--- config.mk ---
export PLATFORM = sky130hd
export DESIGN_NAME = dbsr_top
export DESIGN_NICKNAME = d
export VERILOG_FILES = /design/src/logic/dbsr_pkg.sv /design/src/logic/dbsr_top.sv
export SDC_FILE = /design/constraint.sdc
export NUM_CORES = 1
export LEC_CHECK = 0
export BUFFER_PORTS_ARGS = -buffer_cell sky130_fd_sc_hd__buf_4
export CAP_MARGIN = 20
export CELL_PAD_IN_SITES_DETAIL_PLACEMENT = 1
export CELL_PAD_IN_SITES_GLOBAL_PLACEMENT = 1
export CORE_AREA = 2 2 112 114
export DETAILED_ROUTE_END_ITERATION = 10
export DIE_AREA = 0 0 114 116
export PLACE_DENSITY_LB_ADDON = 0.1
export SYNTH_ARGS = -nofsm -noshare
export SYNTH_HDL_FRONTEND = slang
export SYNTH_SLANG_ARGS = --single-unit
--- constraint.sdc ---
create_clock -name clk -period 2.45 [get_ports clk]
set_clock_uncertainty 0.1 [all_clocks]
set_input_delay 0.245 -clock clk [delete_from_list [all_inputs] [get_ports clk]]
set_output_delay 0.245 -clock clk [all_outputs]
set_load 0.02 [all_outputs]
--- src/logic/dbsr_pkg.sv ---
// constants, types and register map of the display bias setting registers
// Notes on behaviour
// bias boost level in bits 5:0, 4.5 V plus 50 mV per code, reset 011110.
// positive bias level in bits 5:0, 4 V plus 50 mV per code, reset 011110.
// negative bias level in bits 5:0, -4 V less 50 mV per code, reset 011100.
// flag bit 5 is set when the bias boost sees overvoltage.
// flag bit 4 is set when the negative bias output sees overvoltage.
// flag bit 3 is set when the positive bias output is shorted.
// flag bit 2 is set when the negative bias output is shorted.
// flag bit 1 is set when the flash boost trips overcurrent.
// flag bit 0 is set when the backlight boost trips overcurrent.
// flag register at 0x10 resets to zero; bits 7 and 6 are reserved.
// each function's setting changes only through its own register.
// a flag stays set until the host reads it, then clears unless still faulty.
package dbsr_pkg;

   // -----------------------------------------------------------------
   // register map
   // -----------------------------------------------------------------
   localparam logic [7:0] BOOST_ADDR = 8'h0d;
   localparam logic [7:0] POS_ADDR   = 8'h0e;
   localparam logic [7:0] NEG_ADDR   = 8'h0f;
   localparam logic [7:0] FLAGS_ADDR = 8'h10;

   localparam logic [5:0] BOOST_RST  = 6'h1e;
   localparam logic [5:0] POS_RST    = 6'h1e;
   localparam logic [5:0] NEG_RST    = 6'h1c;
   localparam logic [5:0] FLAGS_RST  = 6'h00;

   // flag bit positions
   localparam int BOOST_OV_BIT = 5;
   localparam int NEG_OV_BIT   = 4;
   localparam int POS_SC_BIT   = 3;
   localparam int NEG_SC_BIT   = 2;
   localparam int FLASH_OC_BIT = 1;
   localparam int BL_OC_BIT    = 0;

   // serial port slave address, value arbitrary
   localparam logic [6:0] DEV_ADDR = 7'h2a;

   // -----------------------------------------------------------------
   // types
   // -----------------------------------------------------------------
   typedef enum logic [3:0] {
      ST_IDLE     = 4'h0,
      ST_ADDR     = 4'h1,
      ST_ADDR_ACK = 4'h3,
      ST_REG      = 4'h2,
      ST_REG_ACK  = 4'h6,
      ST_WR       = 4'h7,
      ST_WR_ACK   = 4'h5,
      ST_RD       = 4'h4,
      ST_RD_ACK   = 4'hc
   } dbsr_state_type;

   typedef struct packed {
      logic biasBoostOvervoltageFlag;
      logic negativeBiasOvervoltageFlag;
      logic positiveBiasShortFlag;
      logic negativeBiasShortFlag;
      logic flashBoostOvercurrentFlag;
      logic backlightBoostOvercurrentFlag;
   } dbsr_faults_type;

   typedef struct packed {
      logic [5:0] biasBoostLevel;
      logic [5:0] positiveBiasLevel;
      logic [5:0] negativeBiasLevel;
   } dbsr_levels_type;

endpackage

--- src/logic/dbsr_top.sv ---
// serial register port with bias set-points and six protection flags
`timescale 1ns/100ps
module dbsr_top
   import dbsr_pkg::*;
(
   input  wire logic            clk,
   input  wire logic            rst,
   input  wire logic            swReset,
   input  wire logic            scl,
   input  wire logic            sdaIn,
   output logic                 sdaOut,
   output logic                 sdaOe,
   input  wire dbsr_faults_type faultIn,
   output dbsr_levels_type      levels,
   output logic [7:0]           flagsByte
);

   // -----------------------------------------------------------------
   // state
   // -----------------------------------------------------------------
   typedef struct packed {
      logic            sclMeta;
      logic            sclSync;
      logic            sclPrev;
      logic            sdaMeta;
      logic            sdaSync;
      logic            sdaPrev;
      logic [5:0]      faultMeta;
      logic [5:0]      faultSync;
      dbsr_state_type  state;
      logic [3:0]      bitCnt;
      logic [7:0]      shift;
      logic [7:0]      ptr;
      logic            readMode;
      logic            ackPhase;
      logic            sdaDrive;
      logic [5:0]      boost;
      logic [5:0]      pos;
      logic [5:0]      neg;
      logic [5:0]      flags;
   } dbsr_regs_type;

   localparam dbsr_regs_type REGS_RST = '{
      sclMeta: 1'b1, sclSync: 1'b1, sclPrev: 1'b1,
      sdaMeta: 1'b1, sdaSync: 1'b1, sdaPrev: 1'b1,
      faultMeta: 6'h00, faultSync: 6'h00, state: ST_IDLE,
      bitCnt: 4'h0, shift: 8'h00, ptr: 8'h00, readMode: 1'b0,
      ackPhase: 1'b0, sdaDrive: 1'b0, boost: BOOST_RST, pos: POS_RST,
      neg: NEG_RST, flags: FLAGS_RST};

   dbsr_regs_type cur_reg;
   dbsr_regs_type cur_next;
   logic          sclRise;
   logic          sclFall;
   logic          startCond;
   logic          stopCond;
   logic          wrEn;
   logic [7:0]    wrData;
   logic [5:0]    clrFlags;
   logic [7:0]    nextPtr;

   // reserved bits and unmapped addresses read as zero
   function automatic logic [7:0] read_byte(input logic [7:0] a,
                                            input dbsr_regs_type r);
      logic [7:0] d;
      d = 8'h00;
      unique case (a)
         BOOST_ADDR: d = {2'b00, r.boost};
         POS_ADDR:   d = {2'b00, r.pos};
         NEG_ADDR:   d = {2'b00, r.neg};
         FLAGS_ADDR: d = {2'b00, r.flags};
         default:    d = 8'h00;
      endcase
      return d;
   endfunction

   assign sclRise   = cur_reg.sclSync & ~cur_reg.sclPrev;
   assign sclFall   = ~cur_reg.sclSync & cur_reg.sclPrev;
   assign startCond = cur_reg.sclSync & cur_reg.sclPrev &
                      cur_reg.sdaPrev & ~cur_reg.sdaSync;
   assign stopCond  = cur_reg.sclSync & cur_reg.sclPrev &
                      ~cur_reg.sdaPrev & cur_reg.sdaSync;
   assign nextPtr   = cur_reg.ptr + 8'h01;

   // -----------------------------------------------------------------
   // next state
   // -----------------------------------------------------------------
   always_comb begin
      cur_next = cur_reg;
      wrEn     = 1'b0;
      wrData   = {cur_reg.shift[6:0], cur_reg.sdaSync};
      clrFlags = 6'h00;
      cur_next.sclMeta   = scl;
      cur_next.sclSync   = cur_reg.sclMeta;
      cur_next.sclPrev   = cur_reg.sclSync;
      cur_next.sdaMeta   = sdaIn;
      cur_next.sdaSync   = cur_reg.sdaMeta;
      cur_next.sdaPrev   = cur_reg.sdaSync;
      cur_next.faultMeta = faultIn;
      cur_next.faultSync = cur_reg.faultMeta;

      unique case (cur_reg.state)
         ST_IDLE: begin
         end
         ST_ADDR, ST_REG, ST_WR: begin
            if (sclRise) begin
               cur_next.shift  = wrData;
               cur_next.bitCnt = cur_reg.bitCnt + 4'h1;
               if (cur_reg.bitCnt == 4'h7) begin
                  if (cur_reg.state == ST_ADDR) begin
                     if (cur_reg.shift[6:0] == DEV_ADDR) begin
                        cur_next.readMode = cur_reg.sdaSync;
                        cur_next.state    = ST_ADDR_ACK;
                     end else begin
                        cur_next.state = ST_IDLE;
                     end
                  end else if (cur_reg.state == ST_REG) begin
                     cur_next.ptr   = wrData;
                     cur_next.state = ST_REG_ACK;
                  end else begin
                     wrEn           = 1'b1;
                     cur_next.ptr   = nextPtr;
                     cur_next.state = ST_WR_ACK;
                  end
               end
            end
         end
         ST_ADDR_ACK, ST_REG_ACK, ST_WR_ACK: begin
            if (sclFall) begin
               cur_next.ackPhase = ~cur_reg.ackPhase;
               cur_next.sdaDrive = ~cur_reg.ackPhase;
               cur_next.bitCnt   = 4'h0;
               if (cur_reg.ackPhase) begin
                  if (cur_reg.state != ST_ADDR_ACK) begin
                     cur_next.state = ST_WR;
                  end else if (cur_reg.readMode) begin
                     cur_next.shift    = read_byte(cur_reg.ptr, cur_reg);
                     cur_next.sdaDrive = ~cur_next.shift[7];
                     cur_next.state    = ST_RD;
                     if (cur_reg.ptr == FLAGS_ADDR) begin
                        clrFlags = cur_reg.flags;
                     end
                  end else begin
                     cur_next.state = ST_REG;
                  end
               end
            end
         end
         ST_RD: begin
            if (sclRise) begin
               cur_next.bitCnt = cur_reg.bitCnt + 4'h1;
            end
            if (sclFall) begin
               if (cur_reg.bitCnt == 4'h8) begin
                  cur_next.sdaDrive = 1'b0;
                  cur_next.state    = ST_RD_ACK;
               end else begin
                  cur_next.shift    = {cur_reg.shift[6:0], 1'b0};
                  cur_next.sdaDrive = ~cur_reg.shift[6];
               end
            end
         end
         ST_RD_ACK: begin
            if (sclRise) begin
               cur_next.ackPhase = ~cur_reg.sdaSync;
            end
            if (sclFall) begin
               cur_next.ackPhase = 1'b0;
               cur_next.bitCnt   = 4'h0;
               if (cur_reg.ackPhase) begin
                  cur_next.ptr      = nextPtr;
                  cur_next.shift    = read_byte(nextPtr, cur_reg);
                  cur_next.sdaDrive = ~cur_next.shift[7];
                  cur_next.state    = ST_RD;
                  if (nextPtr == FLAGS_ADDR) begin
                     clrFlags = cur_reg.flags;
                  end
               end else begin
                  cur_next.state = ST_IDLE;
               end
            end
         end
         default: begin
            cur_next.state    = ST_IDLE;
            cur_next.sdaDrive = 1'b0;
         end
      endcase

      if (startCond) begin
         cur_next.state    = ST_ADDR;
         cur_next.bitCnt   = 4'h0;
         cur_next.ackPhase = 1'b0;
         cur_next.sdaDrive = 1'b0;
      end else if (stopCond) begin
         cur_next.state    = ST_IDLE;
         cur_next.ackPhase = 1'b0;
         cur_next.sdaDrive = 1'b0;
      end

      // each set-point moves only on a write to its own address or on swReset
      if (wrEn) begin
         unique case (cur_reg.ptr)
            BOOST_ADDR: cur_next.boost = wrData[5:0];
            POS_ADDR:   cur_next.pos   = wrData[5:0];
            NEG_ADDR:   cur_next.neg   = wrData[5:0];
            default: begin
            end
         endcase
      end

      // sticky flags: a live fault wins over the read clear
      cur_next.flags = (cur_reg.flags & ~clrFlags) | cur_reg.faultSync;

      if (swReset) begin
         cur_next.boost    = BOOST_RST;
         cur_next.pos      = POS_RST;
         cur_next.neg      = NEG_RST;
         cur_next.flags    = FLAGS_RST;
         cur_next.ptr      = 8'h00;
         cur_next.state    = ST_IDLE;
         cur_next.sdaDrive = 1'b0;
      end
   end

   always_ff @(posedge clk) begin
      if (rst) begin
         cur_reg <= REGS_RST;
      end else begin
         cur_reg <= cur_next;
      end
   end

   // -----------------------------------------------------------------
   // outputs
   // -----------------------------------------------------------------
   assign sdaOut = 1'b0;
   assign sdaOe  = cur_reg.sdaDrive;
   assign levels = '{biasBoostLevel: cur_reg.boost,
                     positiveBiasLevel: cur_reg.pos,
                     negativeBiasLevel: cur_reg.neg};
   assign flagsByte = {2'b00, cur_reg.flags};
endmodule

==> reports/metrics.yaml <==
run_status:
  status: "finished clean"
yosys:
  postSynthAreaPerCell_um2: 8.25
  synthTopCellsByArea: "dfxtp_1 (33%), mux2i_1 (5.6%), buf_4 (5.0%), a21oi_1 (4.8%), nand2_1 (4.3%)"
  ys_types: 67
  synth_edf_count: 0
  ys.flop_type: "dfxtp_1"
  synth-seq-area-share: 0.333
  async_reset_ff_frac: 0
  synth.most_common_cell: "dfxtp_1"
  yosys.area.top_type_share: 0.333
  ys_top_cells_by_count: "dfxtp_1 (68), nand2_1 (47), nor2_1 (44)"
  synthCells: 495
  netlist_area_um2: 4080
  yosysWarnings: 0
  yosysTopAreaCell: "dfxtp_1"
  synth_seq_cells: 68
sta:
  setup_viol: 0
  final_hold_viol_count: 0
  final.setup.tns_ns: 0
  hold_ws_ns: 0.00494
  fin_crit_ns: 2.27
  fin_ws_ns: 0.181
  timing.fmax_ghz: 0.441
  min_period_over_period: 0.926
  rsz0062_at_grt: "false"
  slew_violations: 0
routing:
  vias: 3744
  dr.pass1.iters: 5
  wl_um: 13000
  wl_met1_um: 5960
  vias_per_cell: 5.55
  dr_wl_met3_um: 416
  top_layer_used: "met4"
  dr_wl_met2_um: 6420
  wl_per_cell_um: 19.3
  ant_nets: 0
  drt-initial-drc-count: 295
  drc: 0
power:
  pwr-share-clk: 0.520
  p_per_area_nw_per_um2: 552
  swShare: 0.245
  power.internal_w: 0.00201
  power.total_w: 0.00266
  p_switching_w: 0.000651
  pwr-share-comb: 0.051
  peakVddDrop_mv: 0.330
  seqPwrFrac: 0.430
  leakage_nw: 1.93
die:
  core_region_area_um2: 11900
  die-height_um: 116
  dieWidth_um: 114
  ioPinCount: 39
  die_area_um2: 13200
  row_count: 40
  initial_core_util: 0.343
final_layout:
  antenna_cells: 0
  nNetsFinal: 544
  drive_above_1_share: 0.218
  area_growth_pct: 18.0
  fillCellCount: 1416
  largest_reg_flops: 33
  final_core_util: 0.405
worst_setup_path:
  cp_max_fo: 10
  cp.required_ns: 2.60
  worstPathCellList: "buf_4 > or4b_2 > o31ai_1 > o22ai_1 > a2111oi_2"
  path_class: "flip-flop to flip-flop"
  critPathLaunch: "cur_reg[48]"
  r2r_start: "cur_reg[48]"
  crit_family: "compound AO/OA/AOI/OAI gates"
  path_buf_inv: 1
  slowest_delay_ns: 0.71
  startpoint_type: "flip-flop"
  crit_path_end_kind: "flip-flop"
  cp_slowest_cell: "or4b_2"
  cp.arrival_ns: 2.42
global_routing:
  gr-total-overflow: 0
  antenna_found_initial: 0
  grt_max_degree: 32
  grt_pass1_wl_um: 21300
  grt_pass1_vias: 3841
  track_usage: 0.209
cts:
  cts_root_buffer: "clkbuf_16"
  worstSkewPairLatency_ns: 0.35
  cts_sinks: 68
  cts.path.max_buffers: 2
  cts_tree: "done"
  htree_levels: 3
  clk_pin_slew_ns: 0.06
  cts_buffers: 9
place:
  portBuffers: 35
  dp_hpwl_um: 9690
  gp_congestion: 0.858
  pre_cts_ws_ns: 0.119
worst_hold_path:
  hp-start: "faultIn[2]"
  hold_path_class: "primary input to flip-flop"
run:
  drv_cap: 0
## logic make-up (layout without fill, tap and decap cells)
| kind of cell | Yosys count | after routing | share of synthesized area |
|---|---|---|---|
| XOR/XNOR | 10 | 10 | 0.0214 |
| multiplexers | 25 | 25 | 0.0619 |
| buffers and inverters | 77 | 108 | 0.0999 |
| flip-flops | 68 | 68 | 0.333 |
| other | 1 | 3 | 0.000918 |
| AO/OA/AOI/OAI | 133 | 133 | 0.237 |
| adder cells (fa/ha/maj) | 10 | 10 | 0.0306 |
| AND/OR/NAND/NOR | 171 | 171 | 0.215 |
## metal layers
| metal | vias to the layer above | global-route usage |
|---|---|---|
| met5 | - | 0 |
| met4 | 0 | 0.0797 |
| met3 | 17 | 0.0335 |
| met2 | 69 | 0.363 |
| met1 | 1842 | 0.260 |
| li1 | 1816 | - |
## worst reg2reg max path, delay by kind of cell (launching register included)
| family | cells | cell delay, ns |
|---|---|---|
| compound gates | 3 | 0.83 |
| flops | 1 | 0.38 |
| buf+inv | 1 | 0.17 |
| simple gates | 1 | 0.71 |
## power by group through the flow
stage	Sequential (W)	Combinational [W]	Clock (W)
6_report	0.00114	0.000135	0.00138
5_1_grt	0.00114	0.000149	0.00145
3_3_place_gp	0.00117	0.000130	0
3_5_place_dp	0.00117	0.000133	0
4_1_cts	0.00114	0.000136	0.00140
2_1_floorplan	0.00116	0.0000866	0
## cell type report
type                       count  area [µm²]  area share
tap                          147         184      0.0382
inverter                      17        63.8      0.0132
clock buffer                  10         239      0.0496
clock inverter                 6        71.3      0.0148
sequential                    68        1370       0.284
timing repair buffer          75         568       0.118
multi-input combinational    352        2330       0.483
## cells in the final DEF (no fill, tap or decap), types with 11 or more instances in the layout
cell type,synthesis,routed
a21oi_1,39,39
dfxtp_1,68,64
o21ai_0,12,11
nand3_1,17,17
buf_4,27,73
nand2_1,47,47
inv_1,17,17
nor2b_1,15,15
nor2_1,44,44
mux2i_1,23,23
## path summary, 6_finish.rpt
kind | endpoint | cells past startpoint | slack, ns
max | cur_reg[47] | 5 | 0.18
min | cur_next[53] | 2 | 0.005
max reg2reg | cur_reg[47] | 5 | 0.18
min reg2reg | cur_next[63] | 1 | 0.31
## timing repair
| item | CTS | global route |
|---|---|---|
| resized for setup | 0 | 6 |
| setup buffers | 0 | 0 |
| hold buffers | 2 | 0 |
| setup endpoints to repair | 0 | 11 |
| endpoints found under the hold margin | 2 | 0 |
## per-stage QoR
stage                     cell area (µm²)  std cells
after floorplan                      4090        497
final                                4820        675
after global placement               4480        657
after CTS                            4810        675
after global routing                 4820        675
after detailed placement             4480        657
Note: power is estimated with default switching activity, not from simulation.
